===== src/common/serial_port_pkg.sv =====
// Summary of operation
// - Two mode bits pick shift, 10-bit async, 11-bit fixed-rate or 11-bit timer-rate mode.
// - Writing the serial buffer starts a transmission in every mode.
// - Mode 0 receive starts when enabled with receive flag clear; device clocks 8 bits.
// - Async receive starts on a start bit only while enabled and receive flag clear.
// - Mode 0 data uses RxD both ways; TxD always carries the shift clock.
// - Mode 0 frame is 8 bits, LSB first, no start or stop bit.
// - Mode 0 rate is clock/12, or clock/4 when the speed bit is set.
// - Mode 0 send starts next clock; shifts right on falling shift clock, zero fill.
// - After 8 bits sent, send ends and transmit flag sets next clock.
// - Mode 0 receive starts next clock; RxD shifted left on rising shift clock.
// - After 8 bits received, receive flag sets next clock; no reception until cleared.
// - Mode 1 frame: start 0, 8 data LSB first, stop 1; stop bit kept.
// - Mode 1 bit rate is timer overflow rate divided by 16.
// - Baud timer is a 15-bit up counter pacing the divide-by-16 counter.
// - Mode 1 send begins after the next divide-by-16 rollover following the write.
// - Send start, data, stop; transmit flag sets as the stop bit begins.
// - RxD sampled at 16x; falling edge resets the divide-by-16 counter.
// - Each bit is the majority of samples at states 7, 8 and 9.
// - A start bit not read as 0 aborts and hunting resumes.
// - Mode 1 frame loads buffer and ninth bit, sets flag, only if flag was clear.
// - Mode 1 frame accepted only if speed bit is 0 or stop bit is 1.
// - Mode 2 adds a ninth bit from the control bit; received ninth bit kept.
// - Mode 2 rate is clock/64, or clock/32 with the double bit set.
// - Mode 3 uses mode 2 frames at the mode 1 timer rate.
package serial_port_pkg;

  typedef enum logic [1:0] {MODE_SHIFT, MODE_ASYNC8, MODE_ASYNC9_FIXED, MODE_ASYNC9_TIMER} mode_t;
  typedef enum logic [1:0] {M0_IDLE, M0_SEND, M0_RECV} m0_state_t;
  typedef enum logic [1:0] {TX_IDLE, TX_WAIT, TX_SHIFT} tx_state_t;
  typedef enum logic {RX_HUNT, RX_FRAME} rx_state_t;

  typedef struct packed {
    logic modeSelectHigh;
    logic modeSelectLow;
    logic multiprocSpeedBit;
    logic receiveEnable;
    logic transmitNinthBit;
  } ctrl_t;

  typedef struct packed {
    logic receiveDoneFlag;
    logic transmitDoneFlag;
    logic receivedNinthBit;
  } status_t;

  localparam logic [2:0] M0_HALF_SLOW = 3'h6;
  localparam logic [2:0] M0_HALF_FAST = 3'h2;
  localparam logic [2:0] M2_PRE_SLOW = 3'h4;
  localparam logic [2:0] M2_PRE_FAST = 3'h2;
  localparam logic [3:0] DIV16_LAST = 4'hF;
  localparam logic [3:0] VOTE_FIRST = 4'h6;
  localparam logic [3:0] VOTE_MID = 4'h7;
  localparam logic [3:0] VOTE_LAST = 4'h8;
  localparam logic [3:0] TX_LEFT_8 = 4'h9;
  localparam logic [3:0] TX_LEFT_9 = 4'hA;
  localparam logic [3:0] RX_STOP_8 = 4'h9;
  localparam logic [3:0] RX_STOP_9 = 4'hA;
  localparam logic [2:0] M0_LAST_BIT = 3'h7;
  localparam logic [7:0] BYTE_RESET = 8'h00;

  function automatic logic majority3(input logic [2:0] s);
    majority3 = (s[0] & s[1]) | (s[1] & s[2]) | (s[0] & s[2]);
  endfunction

  function automatic logic [7:0] reverse8(input logic [7:0] b);
    for (int i = 0; i < 8; i++) begin
      reverse8[i] = b[7-i];
    end
  endfunction

  function automatic mode_t mode_of(input ctrl_t c);
    mode_of = mode_t'({c.modeSelectHigh, c.modeSelectLow});
  endfunction

endpackage


===== src/logic/enhanced_serial_port.sv =====
`timescale 1ns/1ps
module enhanced_serial_port #(
  parameter int RELOAD_WIDTH = 15 // Width of the baud timer reload.
) (
  input wire logic clk_sys, // System clock, 10 MHz.
  input wire logic rst_n, // Asynchronous reset, active low.
  input wire serial_port_pkg::ctrl_t serialControl, // Mode, speed, enable, ninth bit.
  input wire logic baudDoubleBit, // Doubles the mode 2 rate.
  input wire logic [RELOAD_WIDTH-1:0] baudReload, // Baud timer reload value.
  input wire logic [7:0] txWriteData, // Byte written to the serial buffer.
  input wire logic txWriteStb, // One-cycle serial buffer write.
  input wire logic txFlagClear, // One-cycle clear of transmit flag.
  input wire logic rxFlagClear, // One-cycle clear of receive flag.
  input wire logic rxdIn, // RxD pin level.
  output logic rxdOut, // RxD drive value, mode 0 send.
  output logic rxdOe, // RxD output enable, high while driving.
  output logic txdOut, // TxD pin: shift clock or serial data.
  output logic [7:0] serialBuffer, // Last accepted received byte.
  output serial_port_pkg::status_t serialStatus // Flags and received ninth bit.
);

  // ************************************************************
  // Mode decode and shared timing
  // ************************************************************

  serial_port_pkg::mode_t mode;
  logic isShift;
  logic isNine;
  logic rxSync;
  logic sampleTick;
  logic shiftPhase;

  assign mode = serial_port_pkg::mode_of(serialControl);
  assign isShift = (mode == serial_port_pkg::MODE_SHIFT);
  assign isNine = (mode == serial_port_pkg::MODE_ASYNC9_FIXED)
               || (mode == serial_port_pkg::MODE_ASYNC9_TIMER);

  pin_sync #(
    .WIDTH(1)
  ) u_rxd_sync (
    .clk_sys(clk_sys),
    .rst_n(rst_n),
    .pinIn(rxdIn),
    .pinSync(rxSync)
  );

  baud_gen #(
    .RELOAD_WIDTH(RELOAD_WIDTH)
  ) u_baud (
    .clk_sys(clk_sys),
    .rst_n(rst_n),
    .mode(mode),
    .speedBit(serialControl.multiprocSpeedBit),
    .baudDouble(baudDoubleBit),
    .reload(baudReload),
    .sampleTick(sampleTick),
    .shiftPhase(shiftPhase)
  );

  // ************************************************************
  // Flags and receive buffer
  // ************************************************************

  logic riFlag_ff;
  logic tiFlag_ff;
  logic ninth_ff;
  logic [7:0] buffer_ff;
  logic m0TxDone_ff;
  logic m0RxDone_ff;
  logic txStopPulse_ff;
  logic rxAccept_ff;
  logic [7:0] rxByte_ff;
  logic rxNinth_ff;
  logic [7:0] m0Shift_ff;

  // A set in the same cycle as a clear wins, so no event is lost.
  always_ff @(posedge clk_sys or negedge rst_n) begin
    if (!rst_n) begin
      tiFlag_ff <= 1'b0;
    end else if (m0TxDone_ff || txStopPulse_ff) begin
      tiFlag_ff <= 1'b1;
    end else if (txFlagClear) begin
      tiFlag_ff <= 1'b0;
    end
  end

  always_ff @(posedge clk_sys or negedge rst_n) begin
    if (!rst_n) begin
      riFlag_ff <= 1'b0;
    end else if (m0RxDone_ff || rxAccept_ff) begin
      riFlag_ff <= 1'b1;
    end else if (rxFlagClear) begin
      riFlag_ff <= 1'b0;
    end
  end

  always_ff @(posedge clk_sys or negedge rst_n) begin
    if (!rst_n) begin
      buffer_ff <= serial_port_pkg::BYTE_RESET;
      ninth_ff <= 1'b0;
    end else if (m0RxDone_ff) begin
      // The shift register fills leftwards, so the first bit ends up at the top.
      buffer_ff <= serial_port_pkg::reverse8(m0Shift_ff);
    end else if (rxAccept_ff) begin
      buffer_ff <= rxByte_ff;
      ninth_ff <= rxNinth_ff;
    end
  end

  assign serialBuffer = buffer_ff;
  assign serialStatus = '{receiveDoneFlag: riFlag_ff,
                          transmitDoneFlag: tiFlag_ff,
                          receivedNinthBit: ninth_ff};

  // ************************************************************
  // Mode 0 synchronous shift engine
  // ************************************************************

  serial_port_pkg::m0_state_t m0State_ff;
  logic [2:0] m0Cnt_ff;
  logic m0Clk_ff;
  logic m0Data_ff;
  logic m0RxStart;

  // Receive waits for the flag from the last byte to land before it rearms.
  assign m0RxStart = serialControl.receiveEnable && !riFlag_ff && !m0RxDone_ff;

  always_ff @(posedge clk_sys or negedge rst_n) begin
    if (!rst_n) begin
      m0State_ff <= serial_port_pkg::M0_IDLE;
      m0Cnt_ff <= 3'h0;
      m0Clk_ff <= 1'b1;
      m0Data_ff <= 1'b1;
      m0Shift_ff <= serial_port_pkg::BYTE_RESET;
      m0TxDone_ff <= 1'b0;
      m0RxDone_ff <= 1'b0;
    end else begin
      m0TxDone_ff <= 1'b0;
      m0RxDone_ff <= 1'b0;
      if (!isShift) begin
        m0State_ff <= serial_port_pkg::M0_IDLE;
        m0Clk_ff <= 1'b1;
      end else begin
        case (m0State_ff)
          serial_port_pkg::M0_IDLE: begin
            m0Clk_ff <= 1'b1;
            m0Cnt_ff <= 3'h0;
            if (txWriteStb) begin
              m0State_ff <= serial_port_pkg::M0_SEND;
              m0Shift_ff <= txWriteData;
            end else if (m0RxStart) begin
              m0State_ff <= serial_port_pkg::M0_RECV;
            end
          end
          serial_port_pkg::M0_SEND: begin
            if (shiftPhase) begin
              if (m0Clk_ff) begin
                m0Clk_ff <= 1'b0;
                m0Data_ff <= m0Shift_ff[0];
                m0Shift_ff <= {1'b0, m0Shift_ff[7:1]};
              end else begin
                m0Clk_ff <= 1'b1;
                if (m0Cnt_ff == serial_port_pkg::M0_LAST_BIT) begin
                  m0State_ff <= serial_port_pkg::M0_IDLE;
                  m0TxDone_ff <= 1'b1;
                end else begin
                  m0Cnt_ff <= m0Cnt_ff + 3'h1;
                end
              end
            end
          end
          serial_port_pkg::M0_RECV: begin
            if (shiftPhase) begin
              if (m0Clk_ff) begin
                m0Clk_ff <= 1'b0;
              end else begin
                m0Clk_ff <= 1'b1;
                m0Shift_ff <= {m0Shift_ff[6:0], rxSync};
                if (m0Cnt_ff == serial_port_pkg::M0_LAST_BIT) begin
                  m0State_ff <= serial_port_pkg::M0_IDLE;
                  m0RxDone_ff <= 1'b1;
                end else begin
                  m0Cnt_ff <= m0Cnt_ff + 3'h1;
                end
              end
            end
          end
          default: begin
            m0State_ff <= serial_port_pkg::M0_IDLE;
          end
        endcase
      end
    end
  end

  // ************************************************************
  // Asynchronous transmitter
  // ************************************************************

  serial_port_pkg::tx_state_t txState_ff;
  logic [3:0] txDiv_ff;
  logic [3:0] txLeft_ff;
  logic [9:0] txShift_ff;
  logic txLine_ff;
  logic txRoll;

  assign txRoll = sampleTick && (txDiv_ff == serial_port_pkg::DIV16_LAST);

  // Free-running divide-by-16; bit times follow it, not the buffer write.
  always_ff @(posedge clk_sys or negedge rst_n) begin
    if (!rst_n) begin
      txDiv_ff <= 4'h0;
    end else if (sampleTick) begin
      txDiv_ff <= txDiv_ff + 4'h1;
    end
  end

  always_ff @(posedge clk_sys or negedge rst_n) begin
    if (!rst_n) begin
      txState_ff <= serial_port_pkg::TX_IDLE;
      txLeft_ff <= 4'h0;
      txShift_ff <= '1;
      txLine_ff <= 1'b1;
      txStopPulse_ff <= 1'b0;
    end else begin
      txStopPulse_ff <= 1'b0;
      if (isShift) begin
        txState_ff <= serial_port_pkg::TX_IDLE;
        txLine_ff <= 1'b1;
      end else if (txWriteStb) begin
        // Mode 1 puts a stop bit in the ninth slot, so the stop follows the byte.
        txState_ff <= serial_port_pkg::TX_WAIT;
        txShift_ff <= {1'b1, isNine ? serialControl.transmitNinthBit : 1'b1, txWriteData};
        txLeft_ff <= isNine ? serial_port_pkg::TX_LEFT_9 : serial_port_pkg::TX_LEFT_8;
      end else begin
        case (txState_ff)
          serial_port_pkg::TX_IDLE: begin
            txLine_ff <= 1'b1;
          end
          serial_port_pkg::TX_WAIT: begin
            if (txRoll) begin
              txState_ff <= serial_port_pkg::TX_SHIFT;
              txLine_ff <= 1'b0;
            end
          end
          serial_port_pkg::TX_SHIFT: begin
            if (txRoll) begin
              if (txLeft_ff == 4'h0) begin
                txState_ff <= serial_port_pkg::TX_IDLE;
                txLine_ff <= 1'b1;
              end else begin
                txLine_ff <= txShift_ff[0];
                txShift_ff <= {1'b1, txShift_ff[9:1]};
                txLeft_ff <= txLeft_ff - 4'h1;
                if (txLeft_ff == 4'h1) begin
                  txStopPulse_ff <= 1'b1;
                end
              end
            end
          end
          default: begin
            txState_ff <= serial_port_pkg::TX_IDLE;
          end
        endcase
      end
    end
  end

  // ************************************************************
  // Asynchronous receiver
  // ************************************************************

  serial_port_pkg::rx_state_t rxState_ff;
  logic rxPrev_ff;
  logic [3:0] rxDiv_ff;
  logic [3:0] rxIdx_ff;
  logic [1:0] vote_ff;
  logic [8:0] rxShift_ff;
  logic rxBit;
  logic rxFall;
  logic [3:0] rxStopIdx;
  logic rxNinthVal;
  logic [7:0] rxDataVal;

  assign rxFall = sampleTick && rxPrev_ff && !rxSync;
  assign rxBit = serial_port_pkg::majority3({vote_ff, rxSync});
  assign rxStopIdx = isNine ? serial_port_pkg::RX_STOP_9 : serial_port_pkg::RX_STOP_8;
  // In mode 1 the stop bit stands in for the ninth bit.
  assign rxNinthVal = isNine ? rxShift_ff[8] : rxBit;
  assign rxDataVal = isNine ? rxShift_ff[7:0] : rxShift_ff[8:1];

  always_ff @(posedge clk_sys or negedge rst_n) begin
    if (!rst_n) begin
      rxPrev_ff <= 1'b1;
    end else if (sampleTick) begin
      rxPrev_ff <= rxSync;
    end
  end

  always_ff @(posedge clk_sys or negedge rst_n) begin
    if (!rst_n) begin
      rxState_ff <= serial_port_pkg::RX_HUNT;
      rxDiv_ff <= 4'h0;
      rxIdx_ff <= 4'h0;
      vote_ff <= 2'h0;
      rxShift_ff <= '0;
      rxAccept_ff <= 1'b0;
      rxByte_ff <= serial_port_pkg::BYTE_RESET;
      rxNinth_ff <= 1'b0;
    end else begin
      rxAccept_ff <= 1'b0;
      if (isShift) begin
        rxState_ff <= serial_port_pkg::RX_HUNT;
      end else begin
        case (rxState_ff)
          serial_port_pkg::RX_HUNT: begin
            if (rxFall && serialControl.receiveEnable && !riFlag_ff) begin
              rxState_ff <= serial_port_pkg::RX_FRAME;
              rxDiv_ff <= 4'h0;
              rxIdx_ff <= 4'h0;
            end
          end
          serial_port_pkg::RX_FRAME: begin
            if (sampleTick) begin
              rxDiv_ff <= rxDiv_ff + 4'h1;
              if (rxDiv_ff == serial_port_pkg::VOTE_FIRST) begin
                vote_ff[1] <= rxSync;
              end else if (rxDiv_ff == serial_port_pkg::VOTE_MID) begin
                vote_ff[0] <= rxSync;
              end else if (rxDiv_ff == serial_port_pkg::VOTE_LAST) begin
                rxIdx_ff <= rxIdx_ff + 4'h1;
                if (rxIdx_ff == 4'h0) begin
                  if (rxBit) begin
                    rxState_ff <= serial_port_pkg::RX_HUNT;
                  end
                end else if (rxIdx_ff == rxStopIdx) begin
                  rxState_ff <= serial_port_pkg::RX_HUNT;
                  // Frame is dropped unless the flag is clear and the ninth/stop check passes.
                  if (!riFlag_ff && (!serialControl.multiprocSpeedBit || rxNinthVal)) begin
                    rxAccept_ff <= 1'b1;
                    rxByte_ff <= rxDataVal;
                    rxNinth_ff <= rxNinthVal;
                  end
                end else begin
                  rxShift_ff <= {rxBit, rxShift_ff[8:1]};
                end
              end
            end
          end
          default: begin
            rxState_ff <= serial_port_pkg::RX_HUNT;
          end
        endcase
      end
    end
  end

  // ************************************************************
  // Pin drivers
  // ************************************************************

  // Every pin is registered once more, so all pins lag their engines by one cycle.
  always_ff @(posedge clk_sys or negedge rst_n) begin
    if (!rst_n) begin
      txdOut <= 1'b1;
      rxdOut <= 1'b1;
      rxdOe <= 1'b0;
    end else begin
      txdOut <= isShift ? m0Clk_ff : txLine_ff;
      rxdOut <= m0Data_ff;
      // Drive stays on through the last rising clock edge so the far side can latch bit 7.
      rxdOe <= isShift && ((m0State_ff == serial_port_pkg::M0_SEND) || m0TxDone_ff);
    end
  end

endmodule


===== src/logic/pin_sync.sv =====
`timescale 1ns/1ps
module pin_sync #(
  parameter int WIDTH = 1 // Number of pins synchronised.
) (
  input wire logic clk_sys, // System clock.
  input wire logic rst_n, // Asynchronous reset, active low.
  input wire logic [WIDTH-1:0] pinIn, // Raw pin levels.
  output logic [WIDTH-1:0] pinSync // Levels after two flip-flops.
);

  if (WIDTH < 1) begin : g_bad_width
    $error("pin_sync needs at least one pin");
  end

  logic [WIDTH-1:0] stage1_ff;
  logic [WIDTH-1:0] stage2_ff;

  // Idle serial lines sit high, so reset to ones avoids a false falling edge.
  always_ff @(posedge clk_sys or negedge rst_n) begin
    if (!rst_n) begin
      stage1_ff <= '1;
      stage2_ff <= '1;
    end else begin
      stage1_ff <= pinIn;
      stage2_ff <= stage1_ff;
    end
  end

  assign pinSync = stage2_ff;

endmodule


===== src/logic/baud_gen.sv =====
`timescale 1ns/1ps
module baud_gen #(
  parameter int RELOAD_WIDTH = 15 // Width of the baud timer.
) (
  input wire logic clk_sys, // System clock.
  input wire logic rst_n, // Asynchronous reset, active low.
  input wire serial_port_pkg::mode_t mode, // Current serial mode.
  input wire logic speedBit, // Mode 0 fast shift select.
  input wire logic baudDouble, // Mode 2 double rate select.
  input wire logic [RELOAD_WIDTH-1:0] reload, // Timer reload after overflow.
  output logic sampleTick, // One pulse per sixteenth of an async bit.
  output logic shiftPhase // One pulse per half mode 0 bit.
);

  if (RELOAD_WIDTH < 2) begin : g_bad_width
    $error("baud_gen timer must be at least two bits");
  end

  logic [RELOAD_WIDTH-1:0] timer_ff;
  logic [2:0] pre_ff;
  logic [2:0] preLimit;
  logic timerOvf;
  logic preHit;

  assign timerOvf = &timer_ff;
  assign preHit = (pre_ff == preLimit - 3'h1);

  always_comb begin
    if (mode == serial_port_pkg::MODE_SHIFT) begin
      preLimit = speedBit ? serial_port_pkg::M0_HALF_FAST : serial_port_pkg::M0_HALF_SLOW;
    end else begin
      preLimit = baudDouble ? serial_port_pkg::M2_PRE_FAST : serial_port_pkg::M2_PRE_SLOW;
    end
  end

  // Up-counting timer; overflow reloads and paces the bit counters.
  always_ff @(posedge clk_sys or negedge rst_n) begin
    if (!rst_n) begin
      timer_ff <= '0;
    end else if (timerOvf) begin
      timer_ff <= reload;
    end else begin
      timer_ff <= timer_ff + 1'b1;
    end
  end

  always_ff @(posedge clk_sys or negedge rst_n) begin
    if (!rst_n) begin
      pre_ff <= 3'h0;
    end else if (preHit) begin
      pre_ff <= 3'h0;
    end else begin
      pre_ff <= pre_ff + 3'h1;
    end
  end

  always_ff @(posedge clk_sys or negedge rst_n) begin
    if (!rst_n) begin
      sampleTick <= 1'b0;
      shiftPhase <= 1'b0;
    end else begin
      shiftPhase <= preHit && (mode == serial_port_pkg::MODE_SHIFT);
      if (mode == serial_port_pkg::MODE_ASYNC9_FIXED) begin
        sampleTick <= preHit;
      end else begin
        sampleTick <= timerOvf && (mode != serial_port_pkg::MODE_SHIFT);
      end
    end
  end

endmodule


===== config.mk =====
export PLATFORM = sky130hd
export DESIGN_NAME = enhanced_serial_port
export DESIGN_NICKNAME = d
export VERILOG_FILES = /design/src/common/serial_port_pkg.sv /design/src/logic/enhanced_serial_port.sv /design/src/logic/pin_sync.sv /design/src/logic/baud_gen.sv
export SDC_FILE = /design/constraint.sdc
export NUM_CORES = 1
export LEC_CHECK = 0
export BUFFER_PORTS_ARGS = -buffer_cell sky130_fd_sc_hd__clkbuf_2
export CAP_MARGIN = 0
export CORE_AREA = 3 3 114 170
export CTS_CLUSTER_SIZE = 30
export DETAILED_ROUTE_END_ITERATION = 8
export DIE_AREA = 0 0 117 173
export PLACE_DENSITY_LB_ADDON = 0.15
export SYNTH_ARGS = -nofsm -noshare
export SYNTH_HDL_FRONTEND = slang
export SYNTH_SLANG_ARGS = --single-unit

===== constraint.sdc =====
create_clock -name clk_sys -period 2 [get_ports clk_sys]
set_clock_uncertainty 0.05 [all_clocks]
set_input_delay 0.1 -clock clk_sys [delete_from_list [all_inputs] [get_ports clk_sys]]
set_output_delay 0.1 -clock clk_sys [all_outputs]
set_load 0.05 [all_outputs]

# After elaboration in Yosys (flattened, before gate mapping)
# Cells that the tools add are included.
op_classes:
  n_eq_ne: 40
  bitwise_logic: 12
  n_addsub: 8
  n_reduce_logical: 51
  n_mux: 98
op_table:
  columns: ["operator", "n"]
  rows:
  - ["$mux W8", 8]
  - ["$mux W1", 47]
  - ["$mux W10", 4]
  - ["$mux W4", 10]
  - ["$mux W2", 12]
  - ["$pmux W8 S3", 1]
  - ["$reduce_and A4 Y1", 6]
  - ["$mux W3", 7]
  - ["$ne A2 B2 Y1 const B", 9]
  - ["$ne A4 B4 Y1 const B", 4]
  - ["$pmux W4 S2", 2]
  - ["$add A15 B1 Y15 const B", 1]
  - ["$mux W15", 1]
  - ["$reduce_and A15 Y1", 1]
  - ["$reduce_bool A2 Y1", 7]
  - ["$add A4 B1 Y4 const B", 3]
  - ["$ne A2 B1 Y1 const B", 6]
  - ["$ne A3 B3 Y1 const B", 4]
  - ["$logic_and A1 B1 Y1", 11]
  - ["$reduce_and A5 Y1", 2]
  - ["$ne A3 B2 Y1 const B", 3]
  - ["$reduce_and A9 Y1", 1]
  - ["$eq A2 B2 Y1 const B", 4]
  - ["$eq A4 B3 Y1 const B", 2]
  - ["29 further kinds", 53]
totals:
  register_bits: 106
  out_inout_bits: 14

# Depth between registers and ports, before layout
# Gate-level depths: netlist of the first run.
depth:
  ltp_word: 15
  ltp_mapped: 8
  mapped_depth_nobuf: 6

# Hierarchy
# Synthesis of the first run repeated with hierarchy kept, for this count alone.
hier_totals:
  cells_unflattened: 482
  hier_area_um2: 5371.4
modules_own_cells:
  columns: ["mod", "area_each_um2", "n_inst", "cells_per_inst"]
  rows:
  - ["enhanced_serial_port", 4252.8, 1, 378]
  - ["baud_gen", 1066.0, 1, 102]
  - ["pin_sync", 52.6, 1, 2]

# Worst setup path before layout of the first run
# OpenSTA, ideal clock, no wires.
synth_timing:
  path_type: "flip-flop to flip-flop"
  start: "reg txLeft_ff[0]"
  end: "reg txLeft_ff[0]"
  slack_ns: 0.211
  required_ns: 1.813
  setup_ns: 0.137
  arrival_time_ns: 1.602
  period_less_slack_ns: 1.789
  path_stages_with_launch: 9
  cell_sequence: "dfrtp_1 > inv_1 > ha_1 > or3b_1 > buf_2 > and3_1 > buf_2 > mux2i_1 > a21oi_1"
synth_via:
  elab_chain_cells: 5
synth_lines:
  columns: ["item", "line_no", "text"]
  rows:
  - ["start: declaration", "enhanced_serial_port.sv:202", "logic [3:0] txLeft_ff;"]
  - ["start signal: assignment", "enhanced_serial_port.sv:234", "txLeft_ff <= isNine ? serial_port_pkg::TX_LEFT_9 : serial_port_pkg::TX_LEFT_8;"]
  - ["start signal: assignment", "enhanced_serial_port.sv:254", "txLeft_ff <= txLeft_ff - 4'h1;"]
  - ["$sub A4 B1 Y4", "enhanced_serial_port.sv:254", null]
  - ["$mux W4", "enhanced_serial_port.sv:248", "if (txLeft_ff == 4'h0) begin"]
  - ["$mux W4", "enhanced_serial_port.sv:247", "if (txRoll) begin"]
  - ["$mux W4", "enhanced_serial_port.sv:236", "case (txState_ff)"]
  - ["$mux W4", "enhanced_serial_port.sv:230", "end else if (txWriteStb) begin"]
# Parallel ways exist; a longest one is shown, timed or not. The select of a mux whose other input is x is not followed.
# A chain may end at the register's enable or synchronous reset.

# Worst setup path in the final report of the first run
layout_timing:
  start: "reg rxDiv_ff[0]"
  end: "reg rxByte_ff[3]"
layout_via:
  elab_chain_cells: 3
layout_lines:
  columns: ["item", "line_no", "text"]
  rows:
  - ["start: declaration", "enhanced_serial_port.sv:275", "logic [3:0] rxDiv_ff;"]
  - ["start signal: assignment", "enhanced_serial_port.sv:325", "rxDiv_ff <= rxDiv_ff + 4'h1;"]
  - ["$eq A4 B3 Y1 (on tied branches)", "enhanced_serial_port.sv:328, enhanced_serial_port.sv:326", null]
  - ["$not A1 Y1 (no line)", null, null]
  - ["$reduce_and A9 Y1 (no line) *", null, null]
  - ["end signal: assignment", "enhanced_serial_port.sv:308", "rxByte_ff <= serial_port_pkg::BYTE_RESET;"]
  - ["end signal: assignment", "enhanced_serial_port.sv:341", "rxByte_ff <= rxDataVal;"]
  - ["end: declaration", "enhanced_serial_port.sv:72", "logic [7:0] rxByte_ff;"]
# Every way passes the cells marked *; elsewhere a longest branch is shown, timed or not.

==> results.yml, run 1 <==
sta:
  max_freq_mhz: 535
  grt_setup_unrepaired: "false"
  maxSlewViolCount: 0
  min_period_ps: 1870
  fin_crit_sh: 0.935
  hold_violations: 0
  finalSetupTns_ps: 0
  finalSetupViolCount: 0
  hold_slack_ps: 60.5
  slew-limit-headroom: 0.660
  worst_pin_slew_ps: 509
flow_run:
  cap_violations: 0
worst_setup_path:
  crit_arrival_ps: 2050
  worstSetupPathType: "flip-flop to flip-flop"
  path_max_fanout: 9
  end_kind: "flip-flop"
  critPathLaunchType: "flip-flop"
  reg2reg_slack_ps: 130
  crit_required_ps: 2180
route:
  antenna_left: 0
  finalWirelength_mm: 12.4
  drcViolationCount: 0
  vias: 4035
  first_iter_violations: 160
  drt_pass1_iterations: 4
  via_per_inst: 4.94
  wire_per_inst_um: 15.2
layout:
  multiInputGateArea_um2: 2490
  seq_area_um2: 2650
  drive_gt1_frac: 0.283
  nets: 649
  area_delta_synth_final_pct: 22.9
  final_cell_mix: "dfrtp_1, clkbuf_2, mux2_2"
  diodes: 0
  num-fill-cells: 1837
  mostFrequentLayoutCell: "dfrtp_1"
clocking:
  numCtsBuffers: 9
  cts.htree.levels: 3
  clk_pin_slew_ps: 80
  clk_path_buf_depth: 2
  cts_sinks: 105
  worst_skew_pair.late_latency_ps: 340
  cts-root-buf: "clkbuf_16"
  cts_tree: "done"
placed_design:
  hpwl_mm: 9.00
  numPortBuffers: 48
  gp_congestion: 0.804
yosys:
  async_flop_share: 1.00
  postSynthCellCount: 505
  yosys_warnings: 0
  synth_sequential_area_ratio: 0.493
  synth_fp_nets: 559
  syn_area_per_cell_um2: 10.6
  synth_edf_count: 0
  synth_ff_type: "dfrtp_1"
  synth_cell_types: 61
  yosys_register_bits: 105
  netlist_area_um2: 5370
grt:
  grt_pass1_vias: 4049
  antenna_found_initial: 0
  grt_max_degree: 58
  grt-ovfl-total: 0
  grt_pass1_wl_mm: 20.6
  grt_util_all_layers: 0.127
pwr:
  ir_drop_mv: 0.396
  p_comb_frac: 0.187
  p_total_mw: 5.78
  clkPwrFrac: 0.324
  power_frac_seq: 0.490
  p_int_mw: 4.05
  p_leak_nw: 2.94
  p_switching_mw: 1.73
  swShare: 0.300
  power_density_nw_per_um2: 875
floorplanning:
  row_count: 60
  core_um2: 18000
  initial_utilization: 0.298
  io_pins: 49
  die_h_um: 173
  die_area_um2: 20200
  die_w_um: 117
status:
  status: "completed"
hold_path:
  hold_class: "input pin to flip-flop"
[cells in the mapped netlist (3+ instances only)]
library cell	number	area, um2
dfrtp_1	88	2200
mux2_2	44	495
nor2_1	38	143
a21oi_1	32	160
inv_1	29	109
nand2_1	28	105
o21ai_0	22	110
o22ai_1	21	131
ha_1	19	238
dfstp_2	17	447
nand3_1	16	80.1
clkbuf_1	13	48.8
xnor2_1	13	114
nand4_1	11	68.8
mux2i_1	9	90.1
nor3_1	9	45.0
and3_1	8	50.1
a22oi_1	7	52.6
buf_2	6	30.0
buf_4	4	30.0
nor3b_1	4	30.0
nor4_1	4	25.0
o211ai_1	4	30.0
xor2_1	4	35.0
a31oi_1	3	18.8
nand2b_1	3	18.8
nand3b_1	3	22.5
nor2b_1	3	18.8
[layer usage]
layer / track usage / routed length [um] / up-vias
met3: 0.0196 / 291 / 9
met4: 0.0411 / 170 / 0
li1: - / - / 1991
met2: 0.218 / 6490 / 50
met5: 0 / 0 / -
met1: 0.161 / 5450 / 1985
[critical path, cell delays in order (launching register included)]
cell       delay [ps]
dfrtp_1           380
inv_1              80
ha_1              180
and4bb_2          240
o2111ai_2         170
a21oi_4           180
buf_12            140
mux2_2            330
[kinds of logic after synthesis]
| family | Yosys count | synth area share |
|---|---|---|
| flip-flops | 105 | 0.493 |
| multiplexers | 54 | 0.113 |
| adder cells (fa/ha/maj) | 20 | 0.0461 |
| XOR/XNOR | 17 | 0.0277 |
| buffers and inverters | 55 | 0.0440 |
| AO/OA/AOI/OAI | 110 | 0.133 |
| AND/OR/NAND/NOR | 144 | 0.143 |
[power by group through the flow]
| stage | combinational [mW] | sequential, mW | clock [mW] |
|---|---|---|---|
| finish | 1.08 | 2.83 | 1.87 |
| global route | 1.23 | 2.90 | 2.03 |
| CTS | 1.10 | 2.84 | 1.95 |
| detailed placement | 1.05 | 2.88 | 0 |
| global placement | 1.03 | 2.87 | 0 |
| floorplan | 0.725 | 2.80 | 0 |
[worst paths after layout]
kind,startpoint,end,cells past startpoint
worst max-delay path,rxDiv_ff[0]$_DFFE_PN0P_,rxByte_ff[3]$_DFFE_PN0P_,7
worst min-delay path,serialControl[4],u_baud.sampleTick$_DFF_PN0_,3
worst max register to register,rxDiv_ff[0]$_DFFE_PN0P_,rxByte_ff[3]$_DFFE_PN0P_,7
worst min register to register,u_rxd_sync.stage1_ff$_DFF_PN1_,u_rxd_sync.pinSync$_DFF_PN1_,0
max in group asynchronous,rst_n,m0Clk_ff$_DFFE_PN1P_,3
min in group asynchronous,rst_n,txStopPulse_ff$_DFF_PN0_,2
[through the flow]
step	setup slack, ps	utilization	area, um2	std cells
6_report	131	0.367	6600	817
5_1_grt	24.3	0.367	6600	817
4_1_cts	53.6	0.364	6570	814
3_5_place_dp	66.0	0.332	5990	771
3_3_place_gp	92.2	0.332	5990	771
2_1_floorplan	211	-	5370	505
[registers in the layout (all words and copies together) (netlist names), 2 cells and up]
name / count
u_baud.timer_ff: 15
rxShift_ff: 9
txShift_ff: 9
m0Shift_ff: 8
rxByte_ff: 8
serialBuffer: 8
rxDiv_ff: 4
rxIdx_ff: 4
txDiv_ff: 4
txLeft_ff: 4
m0Cnt_ff: 3
u_baud.pre_ff: 3
m0State_ff: 2
txState_ff: 2
vote_ff: 2
[layout make-up]
cell class | count | area share
sequential | 105 | 0.401
clock buffer | 9 | 0.0341
clock inverter | 7 | 0.0129
inverter | 29 | 0.0165
tap | 217 | 0.0411
timing repair buffer | 105 | 0.117
multi-input combinational | 345 | 0.377
[timing repair]
action	CTS	global route
setup buffers	0	3
endpoints found under the hold margin	112	0
gates resized for setup	0	1
hold buffers	27	0
setup endpoints to repair	0	18
No activity file was read; power rests on OpenSTA's default activity.
==> run 2, diff against run 1 <==
--- a/config.mk
+++ b/config.mk
@@ -12,6 +12,7 @@
 export DETAILED_ROUTE_END_ITERATION = 8
 export DIE_AREA = 0 0 117 173
 export PLACE_DENSITY_LB_ADDON = 0.15
+export RECOVER_POWER = 25
 export SYNTH_ARGS = -nofsm -noshare
 export SYNTH_HDL_FRONTEND = slang
 export SYNTH_SLANG_ARGS = --single-unit
==> run 2 against run 1 <==
- cell count is the same
- fmax is the same
- wire length is essentially flat
- sequential power is essentially flat
- combinational power is essentially flat
- critical path depth is the same
==> results.yml, run 2 (synthesis gave the netlist of run 1 again) <==
status:
  status: "completed"
layout:
  layout.core_utilization: 0.366
  largest_reg_flops: 15
  seq_area_um2: 2650
  stdcell_count: 817
  final_cell_mix: "dfrtp_1, clkbuf_2, mux2_2"
  regMostFlops: "u_baud.timer_ff"
  area_delta_synth_final_pct: 22.9
  num-fill-cells: 1837
  design_area_um2: 6600
  drive_gt1_frac: 0.280
  multiInputGateArea_um2: 2490
  reg_top3: "u_baud.timer_ff (15), rxShift_ff (9), txShift_ff (9)"
  diodes: 0
  mostFrequentLayoutCell: "dfrtp_1"
  nets: 649
sta:
  hold_slack_ps: 60.5
  worst_pin_slew_ps: 885
  fin_crit_sh: 0.935
  maxSlewViolCount: 0
  slew-limit-headroom: 0.410
  worst_slack_ps: 131
  min_period_ps: 1870
  finalSetupTns_ps: 0
  hold_violations: 0
  grt_setup_unrepaired: "false"
  finalSetupViolCount: 0
  max_freq_mhz: 535
placed_design:
  gp_congestion: 0.804
  numPortBuffers: 48
  dpl_cell_area_um2: 5990
  hpwl_mm: 9.00
  dp_slack_ps: 66.0
  place_inst: 771
clocking:
  cts_tree: "done"
  clk_path_buf_depth: 2
  numCtsBuffers: 9
  clk_pin_slew_ps: 80
  cts.htree.levels: 3
  cts-root-buf: "clkbuf_16"
  cts_sinks: 105
  worst_skew_pair.late_latency_ps: 340
worst_setup_path:
  cp_top_family: "flip-flops"
  critPathLaunchType: "flip-flop"
  path_max_fanout: 9
  cp_slowest_cell: "dfrtp_1"
  path_buf_inv: 2
  r2r_cells: 7
  crit_required_ps: 2180
  crit_arrival_ps: 2050
  worst_path_largest_cell_delay_ps: 380
  worstSetupPathType: "flip-flop to flip-flop"
  crit_chain: "inv_1 > ha_1 > and4bb_2 > o2111ai_2 > a21oi_4 > buf_12 > mux2_2"
  r2r_start: "rxDiv_ff[0]$_DFFE_PN0P_"
  end_kind: "flip-flop"
  reg2reg_to: "rxByte_ff[3]$_DFFE_PN0P_"
  reg2reg_slack_ps: 130
route:
  antenna_left: 0
  vias: 4034
  first_iter_violations: 160
  finalWirelength_mm: 12.4
  wire_per_inst_um: 15.2
  drcViolationCount: 0
  drt_pass1_iterations: 4
  via_per_inst: 4.94
pwr:
  p_switching_mw: 1.73
  power_frac_seq: 0.490
  ir_drop_mv: 0.396
  swShare: 0.300
  p_leak_nw: 2.94
  p_int_mw: 4.04
  p_comb_frac: 0.186
  power_density_nw_per_um2: 876
  p_total_mw: 5.78
  clkPwrFrac: 0.324
hold_path:
  worstHoldEndpoint: "u_baud.sampleTick$_DFF_PN0_"
  min-delay-start: "serialControl[4]"
  hold_class: "input pin to flip-flop"
  hold_path_depth: 3
floorplanning:
  core_um2: 18000
  io_pins: 49
  row_count: 60
  initial_utilization: 0.298
  die_w_um: 117
  die_h_um: 173
  die_area_um2: 20200
grt:
  grt_util_all_layers: 0.127
  grt_max_degree: 58
  grt_pass1_wl_mm: 20.6
  antenna_found_initial: 0
  grt-ovfl-total: 0
  grt_pass1_vias: 4049
flow_run:
  cap_violations: 0
## run 2: cell count changes in the layout (fill, tap and decap cells not counted)
cell      before  now
dfstp_1        0    1
clkbuf_1       0    1
dfstp_2       17   16
buf_4         28   27
## run 2: how the worst max path moves through the flow
stage / start / endpoint / slack, ps / cells past startpoint
after detailed placement: rxDiv_ff[0]$_DFFE_PN0P_ / rxByte_ff[3]$_DFFE_PN0P_ / 70 / 6
after global placement: rxDiv_ff[0]$_DFFE_PN0P_ / rxByte_ff[2]$_DFFE_PN0P_ / 90 / 6
after global routing: txLeft_ff[1]$_DFFE_PN0P_ / txState_ff[1]$_DFFE_PN0P_ / 20 / 6
after CTS: rxDiv_ff[0]$_DFFE_PN0P_ / rxByte_ff[3]$_DFFE_PN0P_ / 50 / 6
after floorplan: txLeft_ff[0]$_DFFE_PN0P_ / txLeft_ff[0]$_DFFE_PN0P_ / 210 / 8
final: rxDiv_ff[0]$_DFFE_PN0P_ / rxByte_ff[3]$_DFFE_PN0P_ / 130 / 7
## run 2: worst reg2reg max path: cells and delay by family (launching register included)
kind,cells,cell delay [ps]
compound gates,2,350
mux,1,340
buf+inv,2,220
simple gates,1,240
fa+ha+maj,1,180
flops,1,380
## run 2: final cells by class
| class | instances | share of cell area |
|---|---|---|
| clock inverters | 7 | 0.0129 |
| inverters | 29 | 0.0165 |
| flip-flops and latches | 105 | 0.401 |
| repair buffers | 105 | 0.117 |
| well taps | 217 | 0.0411 |
| multi-input cells | 345 | 0.377 |
| clock buffers | 9 | 0.0341 |
## run 2: timing repair
action / 4_1_cts / 5_1_grt
buffers inserted: 0 / 3
hold endpoints to repair: 112 / 0
hold buffers: 27 / 0
resized for setup: 0 / 1
setup endpoints to repair: 0 / 18
## run 2: metal layers
layer,global-route usage,share of wire
met1,0.161,0.44
met2,0.218,0.52
met5,0,0
met3,0.0196,0.023
met4,0.0411,0.014
## run 2: power groups by stage
stage	Combinational, mW	Clock, mW	Sequential, mW
final	1.08	1.87	2.83
after global routing	1.23	2.03	2.89
after CTS	1.10	1.95	2.84
after floorplan	0.725	0	2.80
after detailed placement	1.05	0	2.88
after global placement	1.03	0	2.87
==> run 3, diff against run 2 <==
==> constraint.sdc (replaced) <==
create_clock -name clk_sys -period 1.75 [get_ports clk_sys]
set_clock_uncertainty 0.05 [all_clocks]
set_input_delay 0.0875 -clock clk_sys [delete_from_list [all_inputs] [get_ports clk_sys]]
set_output_delay 0.0875 -clock clk_sys [all_outputs]
set_load 0.05 [all_outputs]
==> run 3 against run 2 <==
- the flow now finishes with violations (setup timing)
- count of clock-buffer cells in the layout stayed put
- fmax increased by 5.6%
- first-iteration DRC count increased by 5.6%
- setup slack got worse by 150 ps
- critical path depth is the same
- clock power rose by 13%
- non-clock buffer count is 41 higher
- flip-flop and latch count did not move
- critical path type unchanged
==> results.yml, run 3 (synthesis gave the netlist of run 1 again) <==
layout:
  area_delta_synth_final_pct: 32.2
  stdcell_count: 858
  nets: 690
  drive_gt1_frac: 0.362
  regMostFlops: "u_baud.timer_ff"
  reg_top3: "u_baud.timer_ff (15), rxShift_ff (9), txShift_ff (9)"
  diodes: 0
  final_cell_mix: "dfrtp_1, buf_4, clkbuf_2"
  largest_reg_flops: 15
  num-fill-cells: 1813
  mostFrequentLayoutCell: "dfrtp_1"
worst_setup_path:
  worstSetupPathType: "flip-flop to flip-flop"
  reg2reg_to: "rxByte_ff[1]$_DFFE_PN0P_"
  end_kind: "flip-flop"
  r2r_start: "rxDiv_ff[0]$_DFFE_PN0P_"
  reg2reg_slack_ps: -20
  path_max_fanout: 9
  r2r_cells: 7
  critPathLaunchType: "flip-flop"
  crit_required_ps: 1940
  crit_arrival_ps: 1960
clocking:
  numCtsBuffers: 9
  cts_sinks: 105
  cts-root-buf: "clkbuf_16"
  clk_path_buf_depth: 2
  cts_tree: "done"
  worst_skew_pair.late_latency_ps: 340
  cts.htree.levels: 3
  clk_pin_slew_ps: 80
floorplanning:
  io_pins: 49
  die_w_um: 117
  initial_utilization: 0.298
  die_area_um2: 20200
  die_h_um: 173
  core_um2: 18000
  row_count: 60
hold_path:
  hold_path_depth: 3
  worstHoldEndpoint: "u_baud.sampleTick$_DFF_PN0_"
  min-delay-start: "serialControl[4]"
  hold_class: "input pin to flip-flop"
pwr:
  p_comb_frac: 0.216
  clkPwrFrac: 0.310
  p_leak_nw: 3.16
  power_frac_seq: 0.474
  ir_drop_mv: 0.442
  p_int_mw: 4.77
  p_total_mw: 6.81
  swShare: 0.299
  p_switching_mw: 2.04
  power_density_nw_per_um2: 959
placed_design:
  hpwl_mm: 9.39
  gp_congestion: 0.818
  place_inst: 810
  numPortBuffers: 48
sta:
  hold_violations: 0
  grt_setup_unrepaired: "true"
  min_period_ps: 1770
  slew-limit-headroom: 0.325
  fin_crit_sh: 1.01
  finalSetupTns_ps: -141
  max_freq_mhz: 565
  worst_slack_ps: -20.7
  worst_pin_slew_ps: 1010
  maxSlewViolCount: 0
  finalSetupViolCount: 8
grt:
  grt_pass1_wl_mm: 22.3
  grt_util_all_layers: 0.135
  grt_pass1_vias: 4506
  grt-ovfl-total: 0
  antenna_found_initial: 0
  grt_max_degree: 106
route:
  drt_pass1_iterations: 4
  finalWirelength_mm: 13.0
  via_per_inst: 4.92
  drcViolationCount: 0
  first_iter_violations: 169
  vias: 4219
  wire_per_inst_um: 15.1
  antenna_left: 0
status:
  status: "finished, violations left"
  violations: "setup timing"
flow_run:
  cap_violations: 0
==> run 3: cell types whose count changed in the layout (fill, tap and decap cells not counted), sizes merged <==
cell	before	now
buf	30	69
clkbuf	57	59
inv	33	32
clkinv	0	1
==> run 3: worst max path at each step <==
stage                                        start                        to  slack, ps
final                      rxDiv_ff[0]$_DFFE_PN0P_  rxByte_ff[1]$_DFFE_PN0P_        -20
after global routing       rxDiv_ff[0]$_DFFE_PN0P_  rxByte_ff[0]$_DFFE_PN0P_       -100
after CTS                  rxDiv_ff[0]$_DFFE_PN0P_  rxByte_ff[1]$_DFFE_PN0P_        -80
after detailed placement  txLeft_ff[0]$_DFFE_PN0P_  txLeft_ff[1]$_DFFE_PN0P_        -80
after global placement    txLeft_ff[0]$_DFFE_PN0P_  txLeft_ff[0]$_DFFE_PN0P_        -50
after floorplan            rxDiv_ff[0]$_DFFE_PN0P_  rxByte_ff[0]$_DFFE_PN0P_        -30
==> run 3: area by class of cell <==
cell class                      count  area [um2]  share of cell area
Clock buffer                        9         225              0.0317
Clock inverter                      7        85.1              0.0120
Inverter                           29         109              0.0153
Multi-Input combinational cell    345        2620               0.369
Sequential cell                   105        2650               0.373
Tap cell                          217         272              0.0382
Timing Repair Buffer              146        1140               0.161
==> run 3: timing repair <==
action | 4_1_cts | 5_1_grt
cloned | 0 | 2
pin swaps | 3 | 19
resized for setup | 4 | 32
endpoints found under the setup margin | 38 | 54
setup buffers | 1 | 2
hold buffers | 27 | 0
hold endpoints to repair | 114 | 0
==> run 3: critical path, cell delays in order (launching register included) <==
cell and delay [ps]:
dfrtp_1 390, inv_2 80, ha_4 130, and4bb_2 250, o2111ai_4 140, a21oi_4 160
buf_12 140, mux2_2 330
==> run 3: metal layers <==
layer / part of all wire / up-vias / routed length [um] / global-route usage
met2: 0.55 / 62 / 7150 / 0.244
met5: 0 / - / 0 / 0
li1: - / 2077 / - / -
met4: 0.012 / 0 / 155 / 0.0378
met3: 0.020 / 10 / 263 / 0.0189
met1: 0.42 / 2070 / 5430 / 0.165
==> run 3: per-stage QoR <==
stage	worst slack [ps]	utilization	instance area (um2)	hold WS [ps]
final	-20.7	0.394	7100	41.9
after global routing	-101	0.394	7100	46.2
after CTS	-78.7	0.385	6930	30.7
after floorplan	-34.1	-	5400	-258
after detailed placement	-82.7	0.352	6340	130
after global placement	-47.7	0.352	6340	130
==> run 3: power by group through the flow <==
stage                     logic [mW]  registers [mW]  clock network [mW]
after floorplan                0.836            3.19                   0
after global placement          1.37            3.25                   0
after detailed placement        1.40            3.27                   0
after CTS                       1.46            3.22                2.20
after global routing            1.65            3.30                2.31
final                           1.47            3.23                2.11
